$ cat src/rtl/lin_frame_defines.svh
`ifndef LIN_FRAME_DEFINES_SVH
`define LIN_FRAME_DEFINES_SVH
`define PCLK_PERIOD_NS 25
`define LIN_BIT_NS 52083
`define LIN_BIT_CYC (`LIN_BIT_NS / `PCLK_PERIOD_NS)
`define LIN_HALF_CYC (`LIN_BIT_CYC / 2)
`define LIN_BRK_BITS 11
`define LIN_BRK_CYC (`LIN_BRK_BITS * `LIN_BIT_CYC)
`define LIN_FRAME_MAX_NS 9792000
`define LIN_FRAME_MAX_CYC (`LIN_FRAME_MAX_NS / `PCLK_PERIOD_NS)
`define BIT_START 4'h0
`define BIT_STOP 4'h9
`define FLD_SYNC 4'h0
`define FLD_PID 4'h1
`define FLD_DATA0 4'h2
`define NDAT_2 4'h2
`define NDAT_4 4'h4
`define NDAT_8 4'h8
`define SYNC_BYTE 8'h55
`define ID_CMD_FRAME 6'h3C
`define ID_IND_READ 6'h3D
`define CMD_MARKER 8'h80
`define CMD_FULL_STATUS 7'h01
`define REG_ERR 8'h00
`define REG_CFG 8'h04
`define REG_IDMAP 8'h08
`define REG_STAT 8'h0C
`define REG_RXD_LO 8'h10
`define REG_RXD_HI 8'h14
`define REG_TXD_LO 8'h18
`define REG_TXD_HI 8'h1C
`define ERR_BIT 0
`define ERR_HDR 1
`define ERR_DATA 2
`define ERR_TMO 3
`define CFG_ADM 4
`define CFG_RST 5'h00
`define MAP_GP_LSB 0
`define MAP_BND_LSB 8
`define MAP_RD_LSB 16
`define MAP_CMD_LSB 24
`define IDMAP_RST 32'h003F3F3F
`define ST_CMD_LSB 8
`define ST_PEND 15
`define ST_PREP 16
`define ST_ID_LSB 24
`endif

$ cat src/rtl/lin_pkg.sv
package lin_pkg;
	typedef logic [31:0] word_t;
	typedef logic [7:0] byte_t;
	typedef enum logic [2:0] {st_idle, st_brk, st_brk_end, st_wait, st_rx, st_tx} lin_state_t;
endpackage : lin_pkg

$ cat src/rtl/lin_slave_frame_handler.sv
// Function
// - checksum mismatch or missing stop bit raise the data error flag
// - identifier parity failure or bad sync field raise the header error flag
// - a frame exceeding the maximum duration after its first data byte raises the timeout flag
// - while sending, each driven bit is compared with the bus; mismatch flags bit error
// - flags hold until a full-status read command frame clears the whole register
// - node address is 7 bits from 4 stored bits and 3 strap pins
// - a stored mode bit chooses how stored and strap bits are arranged
// - frame is identifier, then 2, 4 or 8 data bytes, then checksum
// - checksum is inverted end-around-carry sum of data bytes only
// - id bit 6 is xor of bits 0,1,2,4; bit 7 inverted xor of 1,3,4,5
// - id bits 5:4 give length: 00/01 two, 10 four, 11 eight bytes
// - command frames need first data byte equal to the 0x80 marker; other values make the node ignore the frame
// - general writing frame of 2 or 4 bytes carries command in first byte
// - broadcast bit zero makes all act, else only the addressed node acts
// - identifier bound to a command executes without address check
// - two-byte frame with identifier bound to node and command is accepted
// - eight-byte command frame carries marker, command, node address and parameters
// - master sends sync and identifier; one slave sends data and checksum
// - direct read identifier answers with no preparing frame, no other action
// - indirect read is answered only right after a preparing frame for this node
// - every response carries the node address
// - identifier 0x3D is an eight-byte indirect read needing a preparing frame
// - error register: timeout bit 3, data 2, header 1, bit error 0
`include "lin_frame_defines.svh"
module lin_slave_frame_handler #(
	parameter int FRAME_TIMEOUT_CYC = `LIN_FRAME_MAX_CYC,
	parameter int BIT_CYC = `LIN_BIT_CYC
) (
	input wire logic pclk,
	input wire logic presetn,
	input wire logic psel,
	input wire logic penable,
	input wire logic pwrite,
	input wire logic [7:0] paddr,
	input wire lin_pkg::word_t pwdata,
	output logic pready,
	output lin_pkg::word_t prdata,
	output logic pslverr,
	input wire logic lin_rx_i,
	output logic lin_tx_o,
	output logic lin_tx_oe,
	input wire logic [2:0] strap_address_pins
);
	import lin_pkg::*;

	logic rx_meta_r, rx_r;
	logic [2:0] strap_meta_r, strap_r;
	logic [3:0] err_r, err_set;
	logic [4:0] cfg_r;
	word_t map_r, txd_lo_r, txd_hi_r, prdata_r;
	logic pslverr_r, oe_r;
	logic [6:0] last_cmd_r;
	logic [5:0] last_id_r, id_r;
	logic pend_r, prep_r;
	lin_state_t st_r;
	logic [11:0] tick_r;
	logic [3:0] bit_r, fld_r, ndat_r;
	logic [15:0] brk_r;
	logic [19:0] tmr_r;
	byte_t shf_r, sum_r, tx_byte_r, tx_src;
	byte_t rxbuf_r [0:7];
	logic [6:0] node_addr, cmd_sel;
	logic [5:0] gp_id, bnd_id, rd_id;
	logic [55:0] resp_vec;
	logic [3:0] nf;
	logic mid, bit_end, byte_done, cks_fld, pid_ok, resp_new, cks_ok, hdr_bad;
	logic tmo, hit, addressed, act, full_clr, drv_lvl, ld_tx, tx_done, setup, wr;

	function automatic logic par_ok(input byte_t p);
		return (p[6] == (p[0] ^ p[1] ^ p[2] ^ p[4])) && (p[7] == !(p[1] ^ p[3] ^ p[4] ^ p[5]));
	endfunction : par_ok

	function automatic logic [3:0] len_of(input logic [1:0] b);
		return b == 2'b11 ? `NDAT_8 : (b == 2'b10 ? `NDAT_4 : `NDAT_2);
	endfunction : len_of

	function automatic byte_t eac(input byte_t s, input byte_t b);
		logic [8:0] w;
		w = {1'b0, s} + {1'b0, b};
		return w[7:0] + {7'h00, w[8]};
	endfunction : eac

	// bus pin and straps come from outside the clock domain
	always_ff @(posedge pclk or negedge presetn) begin
		if (!presetn) begin
			rx_meta_r <= 1'b1;
			rx_r <= 1'b1;
			strap_meta_r <= 3'h0;
			strap_r <= 3'h0;
		end else begin
			rx_meta_r <= lin_rx_i;
			rx_r <= rx_meta_r;
			strap_meta_r <= strap_address_pins;
			strap_r <= strap_meta_r;
		end
	end

	assign node_addr = cfg_r[`CFG_ADM] ? {strap_r, cfg_r[3:0]} : {cfg_r[3:0], strap_r};
	assign gp_id = map_r[`MAP_GP_LSB +: 6];
	assign bnd_id = map_r[`MAP_BND_LSB +: 6];
	assign rd_id = map_r[`MAP_RD_LSB +: 6];

	// bit time fixed per build, no baud measurement from the sync field
	assign mid = tick_r == 12'(BIT_CYC / 2);
	assign bit_end = tick_r == 12'(BIT_CYC - 1);
	assign byte_done = st_r == st_rx && mid && bit_r == `BIT_STOP;
	assign cks_fld = fld_r == ndat_r + `FLD_DATA0;
	assign tmo = tmr_r >= 20'(FRAME_TIMEOUT_CYC);
	assign pid_ok = byte_done && fld_r == `FLD_PID && rx_r && par_ok(shf_r);
	assign hdr_bad = (fld_r == `FLD_SYNC && shf_r != `SYNC_BYTE) || (fld_r == `FLD_PID && !par_ok(shf_r));
	// direct id always answers; 0x3D only right after a preparing frame
	assign resp_new = shf_r[5:0] == rd_id || (shf_r[5:0] == `ID_IND_READ && prep_r);
	assign cks_ok = byte_done && cks_fld && rx_r && shf_r == ~sum_r;
	assign tx_done = st_r == st_tx && bit_end && bit_r == `BIT_STOP;
	assign drv_lvl = bit_r == `BIT_START ? 1'b0 : (bit_r == `BIT_STOP ? 1'b1 : tx_byte_r[3'(bit_r - 4'h1)]);

	always_comb begin
		cmd_sel = map_r[`MAP_CMD_LSB +: 7];
		hit = 1'b0;
		addressed = 1'b0;
		if (id_r == `ID_CMD_FRAME) begin
			cmd_sel = rxbuf_r[1][6:0];
			hit = rxbuf_r[0] == `CMD_MARKER && ndat_r == `NDAT_8 && rxbuf_r[2][6:0] == node_addr;
			addressed = hit;
		end else if (id_r == gp_id && ndat_r != `NDAT_8) begin
			cmd_sel = rxbuf_r[0][6:0];
			hit = !rxbuf_r[1][7] || rxbuf_r[1][6:0] == node_addr;
			addressed = rxbuf_r[1][7] && hit;
		end else if (id_r == bnd_id) begin
			hit = 1'b1;
		end
	end

	assign act = cks_ok && hit;
	assign full_clr = act && cmd_sel == `CMD_FULL_STATUS;

	always_comb begin
		err_set = 4'h0;
		err_set[`ERR_HDR] = byte_done && rx_r && hdr_bad;
		err_set[`ERR_DATA] = byte_done && (!rx_r || (cks_fld && shf_r != ~sum_r));
		err_set[`ERR_TMO] = tmo && fld_r > `FLD_DATA0;
		err_set[`ERR_BIT] = st_r == st_tx && mid && rx_r != drv_lvl;
	end

	// a new event in the clearing cycle survives
	always_ff @(posedge pclk or negedge presetn) begin
		if (!presetn) begin
			err_r <= 4'h0;
		end else begin
			err_r <= (full_clr ? 4'h0 : err_r) | err_set;
		end
	end

	always_ff @(posedge pclk or negedge presetn) begin
		if (!presetn) begin
			tmr_r <= 20'h00000;
		end else if (st_r == st_idle || st_r == st_brk || st_r == st_brk_end) begin
			tmr_r <= 20'h00000;
		end else begin
			tmr_r <= tmr_r + 20'h00001;
		end
	end

	always_ff @(posedge pclk or negedge presetn) begin
		if (!presetn) begin
			st_r <= st_idle;
			tick_r <= 12'h000;
			bit_r <= `BIT_START;
			brk_r <= 16'h0000;
			fld_r <= `FLD_SYNC;
		end else begin
			unique case (st_r)
				st_idle: begin
					brk_r <= 16'h0000;
					if (!rx_r) begin
						st_r <= st_brk;
					end
				end
				st_brk: begin
					if (rx_r) begin
						st_r <= st_idle;
					end else if (brk_r == 16'(`LIN_BRK_BITS * BIT_CYC - 1)) begin
						st_r <= st_brk_end;
					end else begin
						brk_r <= brk_r + 16'h0001;
					end
				end
				st_brk_end: begin
					fld_r <= `FLD_SYNC;
					if (rx_r) begin
						st_r <= st_wait;
					end
				end
				st_wait: begin
					tick_r <= 12'h000;
					bit_r <= `BIT_START;
					if (tmo) begin
						st_r <= st_idle;
					end else if (!rx_r) begin
						st_r <= st_rx;
					end
				end
				st_rx: begin
					if (tmo) begin
						st_r <= st_idle;
					end else if (mid && bit_r == `BIT_START && rx_r) begin
						st_r <= st_wait;
					end else if (byte_done) begin
						tick_r <= 12'h000;
						bit_r <= `BIT_START;
						fld_r <= fld_r + 4'h1;
						// a zero byte without stop bit is a new break cutting the frame short
						if (!rx_r) begin
							st_r <= shf_r == 8'h00 ? st_brk_end : st_idle;
						end else if (hdr_bad || cks_fld) begin
							st_r <= st_idle;
						end else if (pid_ok && resp_new) begin
							st_r <= st_tx;
						end else begin
							st_r <= st_wait;
						end
					end else if (bit_end) begin
						tick_r <= 12'h000;
						bit_r <= bit_r + 4'h1;
					end else begin
						tick_r <= tick_r + 12'h001;
					end
				end
				st_tx: begin
					// stop driving at once on a collision
					if (tmo || err_set[`ERR_BIT]) begin
						st_r <= st_idle;
					end else if (tx_done) begin
						tick_r <= 12'h000;
						bit_r <= `BIT_START;
						fld_r <= fld_r + 4'h1;
						if (cks_fld) begin
							st_r <= st_idle;
						end
					end else if (bit_end) begin
						tick_r <= 12'h000;
						bit_r <= bit_r + 4'h1;
					end else begin
						tick_r <= tick_r + 12'h001;
					end
				end
			endcase
		end
	end

	always_ff @(posedge pclk or negedge presetn) begin
		if (!presetn) begin
			shf_r <= 8'h00;
		end else if (st_r == st_rx && mid && bit_r != `BIT_START && bit_r != `BIT_STOP) begin
			shf_r <= {rx_r, shf_r[7:1]};
		end
	end

	always_ff @(posedge pclk or negedge presetn) begin
		if (!presetn) begin
			sum_r <= 8'h00;
		end else if (pid_ok) begin
			sum_r <= 8'h00;
		end else if (byte_done && fld_r >= `FLD_DATA0 && !cks_fld) begin
			sum_r <= eac(sum_r, shf_r);
		end else if (tx_done && !cks_fld) begin
			sum_r <= eac(sum_r, tx_byte_r);
		end
	end

	always_ff @(posedge pclk or negedge presetn) begin
		if (!presetn) begin
			id_r <= 6'h00;
			ndat_r <= `NDAT_2;
		end else if (pid_ok) begin
			id_r <= shf_r[5:0];
			ndat_r <= shf_r[5:0] == `ID_IND_READ ? `NDAT_8 : len_of(shf_r[5:4]);
		end
	end

	generate
		for (genvar i = 0; i < 8; i++) begin : g_rxbuf
			always_ff @(posedge pclk or negedge presetn) begin
				if (!presetn) begin
					rxbuf_r[i] <= 8'h00;
				end else if (byte_done && rx_r && !cks_fld && fld_r == 4'(i) + `FLD_DATA0) begin
					rxbuf_r[i] <= shf_r;
				end
			end
		end
	endgenerate

	assign nf = fld_r + 4'h1;
	assign ld_tx = (pid_ok && resp_new) || tx_done;
	assign resp_vec = {txd_hi_r[23:0], txd_lo_r};

	always_comb begin
		if (st_r == st_tx && nf == ndat_r + `FLD_DATA0) begin
			tx_src = ~eac(sum_r, tx_byte_r);
		end else if (nf == `FLD_DATA0) begin
			tx_src = {1'b1, node_addr};
		end else begin
			tx_src = resp_vec[3'(nf - 4'h3) * 8 +: 8];
		end
	end

	always_ff @(posedge pclk or negedge presetn) begin
		if (!presetn) begin
			tx_byte_r <= 8'h00;
		end else if (ld_tx) begin
			tx_byte_r <= tx_src;
		end
	end

	// open-drain: only the dominant level is driven
	always_ff @(posedge pclk or negedge presetn) begin
		if (!presetn) begin
			oe_r <= 1'b0;
		end else begin
			oe_r <= st_r == st_tx && !drv_lvl;
		end
	end

	assign lin_tx_oe = oe_r;
	assign lin_tx_o = 1'b0;

	// preparing frame arms exactly the next header
	always_ff @(posedge pclk or negedge presetn) begin
		if (!presetn) begin
			prep_r <= 1'b0;
			pend_r <= 1'b0;
			last_cmd_r <= 7'h00;
			last_id_r <= 6'h00;
		end else begin
			if (act && addressed) begin
				prep_r <= 1'b1;
			end else if (pid_ok) begin
				prep_r <= 1'b0;
			end
			if (act) begin
				pend_r <= 1'b1;
				last_cmd_r <= cmd_sel;
			end else if (wr && paddr == `REG_STAT && pwdata[`ST_PEND]) begin
				pend_r <= 1'b0;
			end
			if (pid_ok) begin
				last_id_r <= shf_r[5:0];
			end
		end
	end

	assign setup = psel && !penable;
	assign wr = psel && penable && pwrite;

	always_ff @(posedge pclk or negedge presetn) begin
		if (!presetn) begin
			cfg_r <= `CFG_RST;
			map_r <= `IDMAP_RST;
			txd_lo_r <= 32'h00000000;
			txd_hi_r <= 32'h00000000;
		end else if (wr) begin
			if (paddr == `REG_CFG) begin
				cfg_r <= pwdata[4:0];
			end
			if (paddr == `REG_IDMAP) begin
				map_r <= pwdata;
			end
			if (paddr == `REG_TXD_LO) begin
				txd_lo_r <= pwdata;
			end
			if (paddr == `REG_TXD_HI) begin
				txd_hi_r <= pwdata;
			end
		end
	end

	// read data captured in the setup cycle so prdata comes from flops
	always_ff @(posedge pclk or negedge presetn) begin
		if (!presetn) begin
			prdata_r <= 32'h00000000;
			pslverr_r <= 1'b0;
		end else if (setup) begin
			pslverr_r <= 1'b0;
			unique case (paddr)
				`REG_ERR: prdata_r <= {28'h0000000, err_r};
				`REG_CFG: prdata_r <= {27'h0000000, cfg_r};
				`REG_IDMAP: prdata_r <= map_r;
				`REG_STAT: prdata_r <= {2'h0, last_id_r, 7'h00, prep_r, pend_r, last_cmd_r, 1'b0, node_addr};
				`REG_RXD_LO: prdata_r <= {rxbuf_r[3], rxbuf_r[2], rxbuf_r[1], rxbuf_r[0]};
				`REG_RXD_HI: prdata_r <= {rxbuf_r[7], rxbuf_r[6], rxbuf_r[5], rxbuf_r[4]};
				`REG_TXD_LO: prdata_r <= txd_lo_r;
				`REG_TXD_HI: prdata_r <= txd_hi_r;
				default: begin
					prdata_r <= 32'h00000000;
					pslverr_r <= 1'b1;
				end
			endcase
		end
	end

	assign prdata = prdata_r;
	assign pslverr = pslverr_r;
	assign pready = 1'b1;

	chk_sync_header: assert property (@(posedge pclk) disable iff (!presetn)
		byte_done && fld_r == `FLD_SYNC && rx_r && shf_r != `SYNC_BYTE |=> err_r[`ERR_HDR] && st_r == st_idle)
		else $error("bad sync field not flagged");
	chk_parity_header: assert property (@(posedge pclk) disable iff (!presetn)
		byte_done && fld_r == `FLD_PID && rx_r && !par_ok(shf_r) |=> err_r[`ERR_HDR])
		else $error("parity failure not flagged");
	chk_stop_data: assert property (@(posedge pclk) disable iff (!presetn)
		byte_done && !rx_r |=> err_r[`ERR_DATA] && st_r != st_wait)
		else $error("missing stop bit not flagged");
	chk_cks_data: assert property (@(posedge pclk) disable iff (!presetn)
		byte_done && cks_fld && rx_r && shf_r != ~sum_r
		|=> err_r[`ERR_DATA] && $stable(last_cmd_r) && !$rose(pend_r))
		else $error("checksum mismatch not flagged");
	chk_timeout_flag: assert property (@(posedge pclk) disable iff (!presetn)
		st_r != st_idle && fld_r > `FLD_DATA0 && tmr_r == 20'(FRAME_TIMEOUT_CYC)
		|=> err_r[`ERR_TMO] && st_r == st_idle)
		else $error("frame timeout not flagged");
	chk_bit_error: assert property (@(posedge pclk) disable iff (!presetn)
		st_r == st_tx && mid && rx_r != drv_lvl |=> err_r[`ERR_BIT] ##1 !lin_tx_oe)
		else $error("readback mismatch not flagged");
	chk_flags_hold: assert property (@(posedge pclk) disable iff (!presetn)
		!full_clr |=> (err_r & $past(err_r)) == $past(err_r))
		else $error("error flag lost without clear");
	chk_status_clear: assert property (@(posedge pclk) disable iff (!presetn)
		full_clr && err_set == 4'h0 |=> err_r == 4'h0)
		else $error("full status frame did not clear");
	chk_node_addr: assert property (@(posedge pclk) disable iff (!presetn)
		setup && paddr == `REG_STAT |=> prdata[6:0] == (cfg_r[`CFG_ADM] ?
		{strap_r, cfg_r[3:0]} : {cfg_r[3:0], strap_r}))
		else $error("node address wrongly formed");
	chk_frame_length: assert property (@(posedge pclk) disable iff (!presetn)
		pid_ok && shf_r[5:0] != `ID_IND_READ
		|=> ndat_r == (id_r[5] ? (id_r[4] ? `NDAT_8 : `NDAT_4) : `NDAT_2))
		else $error("data length not taken from identifier");
	chk_indirect_gate: assert property (@(posedge pclk) disable iff (!presetn)
		pid_ok && shf_r[5:0] == `ID_IND_READ && !prep_r && shf_r[5:0] != rd_id |=> st_r != st_tx)
		else $error("unprepared indirect read answered");
	chk_resp_addr: assert property (@(posedge pclk) disable iff (!presetn)
		pid_ok && resp_new && !tmo |=> st_r == st_tx && tx_byte_r == {1'b1, node_addr})
		else $error("response lacks node address");
	cov_read_resp: cover property (@(posedge pclk) disable iff (!presetn) tx_done && cks_fld);
	cov_full_clear: cover property (@(posedge pclk) disable iff (!presetn) full_clr && err_r != 4'h0);
	cov_indirect: cover property (@(posedge pclk) disable iff (!presetn) pid_ok && resp_new && prep_r);
	cov_timeout: cover property (@(posedge pclk) disable iff (!presetn) err_set[`ERR_TMO]);
endmodule : lin_slave_frame_handler

$ cat config.mk
export PLATFORM = sky130hd
export DESIGN_NAME = lin_slave_frame_handler
export DESIGN_NICKNAME = d
export VERILOG_FILES = /design/src/rtl/lin_pkg.sv /design/src/rtl/lin_slave_frame_handler.sv
export VERILOG_INCLUDE_DIRS = /design/src /design/src/rtl
export SDC_FILE = /design/constraint.sdc
export NUM_CORES = 1
export LEC_CHECK = 0
export BUFFER_PORTS_ARGS = -buffer_cell sky130_fd_sc_hd__buf_2
export CAP_MARGIN = 30
export CORE_MARGIN = 10
export CORE_UTILIZATION = 27
export CTS_CLUSTER_SIZE = 28
export DETAILED_ROUTE_END_ITERATION = 10
export PLACE_DENSITY_LB_ADDON = 0.2
export SYNTH_ARGS = -nofsm -noshare
export SYNTH_HDL_FRONTEND = slang
export SYNTH_SLANG_ARGS = --single-unit
$ cat constraint.sdc
create_clock -name pclk -period 3.49 [get_ports pclk]
set_input_delay 0.349 -clock pclk [delete_from_list [all_inputs] [get_ports pclk]]
set_output_delay 0.349 -clock pclk [all_outputs]
set_load 0.02 [all_outputs]
==> results.py, run 1 <==
metrics = {
    "outcome": {
        "run_status": "complete, no violations",
    },
    "logic_synthesis": {
        "postSynthCellCount": 1541,
        "post_synth.cell_area_avg_sq_um": 10.9,
        "syn_area_sq_um": 16800,
        "yosys_warnings": 0,
        "synth-seq-cells": 312,
        "synth_commonest_cells": "dfrtp_1 (291), nand2_1 (136), mux2_2 (127), nor2_1 (124), o21ai_0 (114)",
        "synth_top_area_share_pct": 43.2,
        "synthArstFlopShare_pct": 100,
        "ys_seq_area_share_pct": 46.5,
        "synth_area_leader_cell": "dfrtp_1",
        "synth_area_leaders": "dfrtp_1 (43%), mux2_2 (8.5%), mux4_2 (3.9%), o21ai_0 (3.4%), dfstp_2 (3.3%)",
        "synth-edff-count": 0,
        "yosys_most_used_dff": "dfrtp_1",
        "yosysMostFrequentCell": "dfrtp_1",
        "synth_nets": 1635,
        "yosysUniqueCellTypes": 73,
    },
    "setup_path": {
        "critPathCaptureType": "register",
        "worst-endpoint-arrival_ns": 3.75,
        "crit_fanout": 5,
        "cpMaxStageDelayCell": "dfstp_2",
        "cp.required_ns": 3.94,
        "crit_type": "reg2reg",
        "start_kind": "register",
        "path_cells": "inv_1, ha_1, nand2_1, nand4_1, nor2_1, mux2_2, mux2i_1, nand4_1, nand4b_1, a22o_1",
        "critPathMaxStageDelay_ns": 0.59,
        "crit_top_cell": "nand4_1",
    },
    "power_and_ir_drop": {
        "power_frac_clock_pct": 47.7,
        "p_switching_mw": 2.55,
        "vdd_drop_max_uv": 296,
        "comb_power_share_pct": 11.7,
        "internal_power_mw": 6.69,
        "p_leak_nw": 9.07,
        "p_total_mw": 9.24,
        "seq_power_share_pct": 40.7,
        "powerDensity_nw_per_um2": 458,
        "p_sw_share_pct": 27.6,
    },
    "sta": {
        "fmax_ghz": 0.302,
        "rsz0062_at_grt": "false",
        "max-slew-margin-rel_pct": 38.7,
        "whs_ns": 0.0269,
        "fin_crit_ns": 3.31,
        "hold_viol_final": 0,
        "setup_ws_ns": 0.184,
        "setup-violations-final": 0,
        "fin_skew_ns": 0.0401,
        "finalSetupTns_ns": 0,
        "worst_pin_slew_ns": 0.910,
        "period_share_pct": 94.7,
        "maxSlewViolCount": 0,
    },
    "global_route": {
        "grt_overflow": 0,
        "grt_max_degree": 87,
        "grt_pass1_wl_microns": 82500,
        "grt_pass1_vias": 12800,
        "grt_usage_pct": 14.6,
        "antenna_found_initial": 2,
    },
    "route": {
        "drtAntennaViolNets": 0,
        "dr.pass1.iters": 5,
        "vias_per_cell": 4.91,
        "wire_per_inst_microns": 21.2,
        "finalWirelength_microns": 53800,
        "drt_iter0_drc": 716,
        "via_count": 12500,
        "drc": 0,
    },
    "floorplan": {
        "die_h_microns": 270,
        "core_sq_um": 61700,
        "start_util_pct": 27.3,
        "die_w_microns": 270,
        "rows": 91,
        "die-area_sq_um": 72800,
        "ios": 85,
    },
    "cells_and_area": {
        "drive_gt1_share_pct": 25.9,
        "nFillCells": 6306,
        "fin_cells": 2536,
        "syn_to_final_growth_pct": 19.8,
        "fin_area_sq_um": 20200,
        "nets": 1761,
        "n_antenna_cell": 0,
        "final_util_pct": 32.7,
    },
    "hold_path": {
        "hp-class": "in2reg",
    },
    "place": {
        "gp_congestion": 0.881,
        "place_area_sq_um": 18600,
        "dp_hpwl_microns": 39500,
        "pre_cts_ws_ns": 0.106,
        "numPortBuffers": 82,
        "dp.cells": 2442,
    },
    "clock_tree": {
        "cts_tree": "built",
        "clock-root-buffer": "clkbuf_16",
        "cts_htree_levels": 2,
        "numClockSinks": 312,
        "numCtsBuffers": 40,
        "clk_pin_slew_worst_paths_ns": 0.06,
        "cts_buffer_depth": 3,
        "clk_latency_ns": 0.59,
    },
    "job": {
        "cap_viol_max_count": 0,
    },
}
-- worst max-delay path, delay by kind of cell, from the launching register on --
| family | cells | cell delay (ns) |
|---|---|---|
| AO/OA/AOI/OAI | 1 | 0.29 |
| adder cells (fa/ha/maj) | 1 | 0.19 |
| buffers and inverters | 1 | 0.06 |
| flip-flops | 1 | 0.59 |
| multiplexers | 2 | 0.60 |
| AND/OR/NAND/NOR | 5 | 1.42 |
-- power groups by stage --
stage,registers [mW],logic [mW],clock network [mW]
final,3.76,1.08,4.40
after global routing,3.77,1.20,4.68
after CTS,3.76,1.10,4.54
after detailed placement,3.82,1.08,0
after global placement,3.82,1.08,0
after floorplan,3.79,0.656,0
-- what timing repair did --
| item | CTS | global route |
|---|---|---|
| hold buffers | 20 | 0 |
| setup endpoints to repair | 0 | 6 |
| buffers inserted | 0 | 0 |
| resized for setup | 0 | 3 |
| endpoints found under the hold margin | 106 | 0 |
-- flip-flops by register name (all words and copies together) (netlist names), 5 cells and up --
signal / cells
txd_lo_r: 32
tmr_r: 20
tick_r: 12
shf_r: 8
prdata: 32
tx_byte_r: 8
map_r: 32
sum_r: 8
last_id_r: 6
txd_hi_r: 32
brk_r: 16
rxbuf_r: 64
last_cmd_r: 7
cfg_r: 5
-- area by class of cell --
class,count,area [sq um],area share [%]
clock inverter,21,308,1.53
multi-input combinational,1122,8610,42.7
sequential,312,7830,38.8
inverter,26,97.6,0.484
tap,837,1050,5.19
timing repair buffer,165,1170,5.79
clock buffer,53,1110,5.50
-- worst paths after layout --
check	startpoint	end	slack, ns	depth (start not counted)
setup / recovery	ndat_r[1]	err_r[3]	0.18	10
setup reg to reg	ndat_r[1]	err_r[3]	0.18	10
hold / removal	pwdata[22]	txd_hi_r[22]	0.03	2
min in group asynchronous	presetn	tmr_r[5]	0.38	2
max in group asynchronous	presetn	map_r[3]	2.24	3
hold reg to reg	strap_meta_r[2]	strap_r[2]	0.35	0
-- cells by family (layout without fill, tap and decap cells) --
group	after synthesis	after routing	share of synthesized area (%)
xor gates and xnor gates	99	99	5.39
other	2	2	0.0446
and+or+nand+nor	424	424	12.4
DFF	312	312	46.5
muxes	243	243	18.5
AOI/OAI and AO/OA	309	309	11.1
buffers and inverters	107	265	2.58
adders and majority gates	45	45	3.43
-- cell usage in the layout, fill, tap and decap left out, drive strengths merged, types with 18 or more instances in the layout --
cell,instances
o21ai,132
clkbuf,53
nand2,140
nand4,20
xnor2,50
inv,29
and3,18
a21oi,75
mux4,29
buf,145
a211oi,21
nor2,125
mux2i,38
xor2,46
mux2,176
dfrtp,291
a32o,18
nand3,41
dfstp,21
nor3,18
ha,43
dlygate4sd3,20
-- per-layer routing --
metal / GRT usage, % / wire length, microns
met5: 0 / 23
met4: 4.72 / 1480
met3: 2.92 / 2240
met2: 24.8 / 26500
met1: 18.3 / 23500
No activity file was read; power rests on OpenSTA's default activity.
==> inputs of run 2 (changes only) <==
--- a/config.mk
+++ b/config.mk
@@ -8,10 +8,13 @@
 export LEC_CHECK = 0
 export BUFFER_PORTS_ARGS = -buffer_cell sky130_fd_sc_hd__buf_2
 export CAP_MARGIN = 30
+export CELL_PAD_IN_SITES_DETAIL_PLACEMENT = 1
+export CELL_PAD_IN_SITES_GLOBAL_PLACEMENT = 1
 export CORE_MARGIN = 10
-export CORE_UTILIZATION = 27
+export CORE_UTILIZATION = 45
 export CTS_CLUSTER_SIZE = 28
 export DETAILED_ROUTE_END_ITERATION = 10
+export GPL_TIMING_DRIVEN = 0
 export PLACE_DENSITY_LB_ADDON = 0.2
 export SYNTH_ARGS = -nofsm -noshare
 export SYNTH_HDL_FRONTEND = slang
==> run 2 against run 1 <==
Compared with the run above:
- total power shrank 0.51%
- hold slack gained 0.0047 ns
- combinational power is essentially flat
- sequential power is essentially flat
- clock power shrank 1%
- maximum frequency shrank 2.5%
- via count grew 4.9%
- wire length grew 2.8%
- critical endpoint is now sum_r[7]
- largest cell class unchanged
==> results.py, run 2 (synthesis gave the netlist of run 1 again) <==
metrics = {
    "place": {
        "place_area_sq_um": 17900,
        "pre_cts_ws_ns": -0.387,
        "numPortBuffers": 80,
        "gp_congestion": 0.951,
        "dp_hpwl_microns": 41000,
    },
    "route": {
        "finalWirelength_microns": 55300,
        "drc": 0,
        "wire_per_inst_microns": 25.5,
        "via_count": 13100,
        "dr.pass1.iters": 5,
        "drtAntennaViolNets": 0,
        "vias_per_cell": 6.04,
        "drt_iter0_drc": 1004,
    },
    "setup_path": {
        "critPathMaxStageDelay_ns": 0.41,
        "reg2reg_from": "sum_r[0]",
        "cp.required_ns": 3.96,
        "path_cells": "ha_1, fa_2, a211oi_2, o21bai_1, a21oi_2, nor2b_1, o21ai_0, nand2b_1, ha_1, and3_1, and3_1, nand3b_1, xnor3_1, mux2_2, o21ai_0",
        "crit_type": "reg2reg",
        "crit_start": "sum_r[0]",
        "r2r_cells": 15,
        "crit_fanout": 3,
        "cpMaxStageDelayCell": "dfrtp_1",
        "worst-endpoint-arrival_ns": 3.86,
        "critPathCaptureType": "register",
        "start_kind": "register",
    },
    "sta": {
        "worst_pin_slew_ns": 1.05,
        "setup-violations-final": 0,
        "fmax_ghz": 0.295,
        "finalSetupTns_ns": 0,
        "maxSlewViolCount": 0,
        "setup_ws_ns": 0.100,
        "period_share_pct": 97.1,
        "hold_viol_final": 0,
        "max-slew-margin-rel_pct": 29.6,
        "fin_crit_ns": 3.39,
        "fin_skew_ns": 0.0204,
        "rsz0062_at_grt": "true",
    },
    "global_route": {
        "grt_overflow": 0,
        "grt_max_degree": 118,
        "antenna_found_initial": 1,
        "grtUsageMet2_pct": 39.5,
        "use_met1_pct": 33.5,
        "grtUsageMet3_pct": 4.13,
        "top_usage_layer": "met2",
        "grt_pass1_vias": 14100,
        "grt_usage_pct": 24.8,
        "grt_pass1_wl_microns": 86400,
    },
    "clock_tree": {
        "cts_tree": "built",
        "clk_pin_slew_worst_paths_ns": 0.06,
        "cts_htree_levels": 2,
        "numClockSinks": 312,
        "postCtsSetupRepairBufs": 0,
        "clk_latency_ns": 0.57,
        "clock-root-buffer": "clkbuf_16",
        "numCtsBuffers": 37,
        "cts_buffer_depth": 3,
    },
    "hold_path": {
        "hp-class": "in2reg",
        "hold_depth": 2,
        "hold_start": "pwdata[22]",
    },
    "cells_and_area": {
        "mostFrequentLayoutCells": "dfrtp_1 (289), nand2_1 (136), mux2_2 (127)",
        "largest-register": "rxbuf_r",
        "nets": 1760,
        "fin_area_sq_um": 19400,
        "largest_register_ffs": 64,
        "syn_to_final_growth_pct": 15.1,
        "final_common_cell": "dfrtp_1",
        "final_util_pct": 52.7,
        "drive_gt1_share_pct": 23.6,
    },
    "power_and_ir_drop": {
        "vdd_drop_max_uv": 437,
        "powerDensity_nw_per_um2": 474,
        "p_total_mw": 9.19,
        "p_leak_nw": 8.86,
    },
    "job": {
        "cap_viol_max_count": 0,
    },
    "floorplan": {
        "core_sq_um": 36800,
        "die-area_sq_um": 45600,
        "rows": 70,
        "ios": 85,
        "die_w_microns": 213,
        "start_util_pct": 45.8,
        "die_h_microns": 213,
    },
    "outcome": {
        "run_status": "complete, no violations",
    },
}
run 2: layout make-up:
cell class                      count  area, sq um
Fill cell                        3914        17400
Tap cell                          468          586
Timing Repair Buffer               88          526
Inverter                           26         97.6
Antenna cell                        1         2.50
Clock buffer                       45         1030
Sequential cell                   312         7840
Clock inverter                     23          329
Multi-Input combinational cell   1122         8640
Buffer                             79          339
run 2: per-layer routing:
layer  routed length [microns]  vias up
met1                     24700     6732
met4                      1670        0
met3                      3130      103
met2                     25800      413
li1                          -     5823
met5                         0        -
run 2: path summary, 6_finish.rpt:
path | endpoint | slack, ns
worst max-delay path | sum_r[7] | 0.10
worst min-delay path | txd_hi_r[22] | 0.03
worst max register to register | sum_r[7] | 0.10
worst min register to register | strap_r[1] | 0.35
max in group asynchronous | txd_hi_r[12] | 1.99
min in group asynchronous | prdata[29] | 0.41
run 2: report_power, final:
group | internal (mW) | leakage, nW | switching, mW
Clock | 2.70 | 0.675 | 1.65
Sequential | 3.68 | 4.25 | 0.0632
Combinational | 0.326 | 3.94 | 0.775
Total | 6.71 | 8.86 | 2.48
run 2: metrics by stage:
stage | hold slack (ns) | cells
final | 0.0316 | 2164
after global routing | 0.0490 | 2163
after CTS | 0.0227 | 2164
after detailed placement | 0.336 | 2091
after global placement | 0.334 | 2089
after floorplan | 0.0534 | 1541
run 2: what timing repair did:
item / CTS / global route
endpoints found under the hold margin: 104 / 0
endpoints found under the setup margin: 18 / 25
gates resized for setup: 13 / 12
hold buffers: 6 / 0
pin swaps: 0 / 1
run 2: critical path, delay by kind of cell, from the launching register on:
family	cells	cell delay [ns]
adders and majority gates	3	0.88
xor gates and xnor gates	1	0.24
DFF	1	0.41
AOI/OAI and AO/OA	5	0.82
and+or+nand+nor	5	0.69
muxes	1	0.28
==> inputs of run 3 (changes only) <==
==> constraint.sdc (replaced) <==
create_clock -name pclk -period 3.8 [get_ports pclk]
set_input_delay 0.38 -clock pclk [delete_from_list [all_inputs] [get_ports pclk]]
set_output_delay 0.38 -clock pclk [all_outputs]
set_load 0.02 [all_outputs]
==> run 3 against run 2 <==
Compared with the run above:
- critical path depth down 5
- wire length about the same
- global-route usage down 0.074 points
- cell area down 0.35%
- via count up 0.16%
- clock power down 8.5%
- cell count unchanged
- clock-buffer cell count unchanged
- total power down 8.3%
- hold slack better by 0.0057 ns
- die area unchanged
- critical path type unchanged
- critical endpoint is now prep_r
- largest cell class unchanged
- largest power group unchanged
==> results.py, run 3 (synthesis gave the netlist of run 1 again) <==
metrics = {
    "sta": {
        "finalSetupTns_ns": 0,
        "hold_viol_final": 0,
        "whs_ns": 0.0373,
        "setup-violations-final": 0,
        "maxSlewViolCount": 0,
        "max-slew-margin-rel_pct": 25.3,
        "period_share_pct": 98.3,
        "worst_pin_slew_ns": 1.11,
        "fin_skew_ns": 0.0192,
        "fin_crit_ns": 3.73,
        "rsz0062_at_grt": "false",
        "fmax_ghz": 0.268,
    },
    "power_and_ir_drop": {
        "internal_power_mw": 6.16,
        "powerDensity_nw_per_um2": 436,
        "p_leak_nw": 8.84,
        "vdd_drop_max_uv": 401,
        "power_frac_clock_pct": 47.3,
        "p_sw_share_pct": 27.0,
        "p_switching_mw": 2.27,
        "seq_power_share_pct": 40.8,
        "comb_power_share_pct": 11.9,
    },
    "setup_path": {
        "crit_fanout": 10,
        "start_kind": "register",
        "cp.required_ns": 4.29,
        "rrSetupSlack_ns": 0.07,
        "r2r-end": "prep_r",
        "worst-endpoint-arrival_ns": 4.23,
        "r2r_cells": 10,
        "critPathCaptureType": "register",
        "reg2reg_from": "cfg_r[4]",
        "crit_type": "reg2reg",
    },
    "clock_tree": {
        "postCtsSetupRepairBufs": 0,
        "clk_pin_slew_worst_paths_ns": 0.06,
        "clk_latency_ns": 0.56,
        "numClockSinks": 312,
        "numCtsBuffers": 37,
        "cts_htree_levels": 2,
        "clock-root-buffer": "clkbuf_16",
        "cts_tree": "built",
        "cts_buffer_depth": 3,
    },
    "cells_and_area": {
        "syn_to_final_growth_pct": 14.7,
        "nFillCells": 3917,
        "mostFrequentLayoutCells": "dfrtp_1 (291), nand2_1 (136), mux2_2 (127)",
        "drive_gt1_share_pct": 22.8,
        "largest_register_ffs": 64,
        "largest-register": "rxbuf_r",
        "final_common_cell": "dfrtp_1",
        "final_util_pct": 52.5,
        "nets": 1760,
    },
    "place": {
        "numPortBuffers": 80,
        "gp_congestion": 0.951,
        "dp_hpwl_microns": 41000,
    },
    "global_route": {
        "grt_max_degree": 118,
        "grt_overflow": 0,
        "grt_usage_pct": 24.7,
        "grt_pass1_vias": 14100,
        "grt_pass1_wl_microns": 86200,
        "antenna_found_initial": 1,
    },
    "route": {
        "finalWirelength_microns": 55200,
        "drtAntennaViolNets": 0,
        "drc": 0,
        "drt_iter0_drc": 1141,
        "vias_per_cell": 6.05,
        "via_count": 13100,
        "dr.pass1.iters": 5,
        "wire_per_inst_microns": 25.5,
    },
    "hold_path": {
        "hold_depth": 2,
        "hp-class": "in2reg",
        "hold_start": "paddr[1]",
        "min_delay_worst_endpoint": "prdata[0]",
    },
    "floorplan": {
        "rows": 70,
        "die-area_sq_um": 45600,
        "start_util_pct": 45.8,
        "core_sq_um": 36800,
        "die_w_microns": 213,
        "die_h_microns": 213,
        "ios": 85,
    },
    "job": {
        "cap_viol_max_count": 0,
    },
    "outcome": {
        "run_status": "complete, no violations",
    },
}
-- run 3: per-layer routing --
| metal | up-vias | wire length (microns) | global-route usage, % |
|---|---|---|---|
| met5 | - | 0 | 0 |
| met4 | 0 | 1820 | 8.78 |
| met3 | 111 | 3180 | 4.12 |
| met2 | 443 | 25500 | 39.2 |
| met1 | 6726 | 24700 | 33.5 |
| li1 | 5812 | - | - |
-- run 3: how the worst max path moves through the flow --
stage,end,depth (start not counted),start,slack [ns]
after floorplan,sum_r[7],15,sum_r[0],0.69
final,prep_r,10,cfg_r[4],0.07
after detailed placement,txd_lo_r[17],7,paddr[0],-0.11
after global routing,prep_r,10,cfg_r[4],0.06
after global placement,tx_byte_r[1],1,presetn,-3.73
after CTS,tx_byte_r[6],12,shf_r[1],0.08
-- run 3: worst max-delay path: stages (launching register included) --
cell and delay [ns]:
dfrtp_1 0.39, buf_1 0.50, mux2i_1 0.92, xor2_1 0.19, nand4_1 0.13, o21ba_2 0.22
o21ai_1 0.28, nand3_1 0.22, clkbuf_1 0.32, a21oi_1 0.36, a21o_1 0.12
-- run 3: repair_timing --
item,4_1_cts,5_1_grt
endpoints found under the setup margin,1,9
endpoints found under the hold margin,103,0
resized for setup,1,8
hold buffers,5,0
-- run 3: power groups by stage --
stage               logic [mW]  registers [mW]  clock network, mW
floorplan                0.602            3.48                  0
global placement         0.964            3.49                  0
detailed placement       0.985            3.50                  0
CTS                      0.996            3.44               4.04
global route              1.10            3.44               4.19
finish                    1.01            3.44               3.98
-- run 3: stage by stage --
step / setup slack, ns / cell area [sq um] / instances / power, mW
2_1_floorplan: 0.695 / 16800 / 1541 / 4.08
3_3_place_gp: -3.73 / 17800 / 2089 / 4.46
3_5_place_dp: -0.108 / 17900 / 2091 / 4.48
4_1_cts: 0.0756 / 19300 / 2164 / 8.48
5_1_grt: 0.0636 / 19300 / 2163 / 8.74
6_report: 0.0658 / 19300 / 2164 / 8.43
-- run 3: cell type report --
cell class              instances  area [sq um]  area share, %
clock inverters                23           329           1.70
well taps                     468           586           3.03
clock buffers                  45          1030           5.32
inverters                      26          97.6          0.505
repair buffers                 87           515           2.67
flip-flops and latches        312          7830           40.6
multi-input cells            1122          8590           44.5
diodes                          1          2.50         0.0130
plain buffers                  80           337           1.74
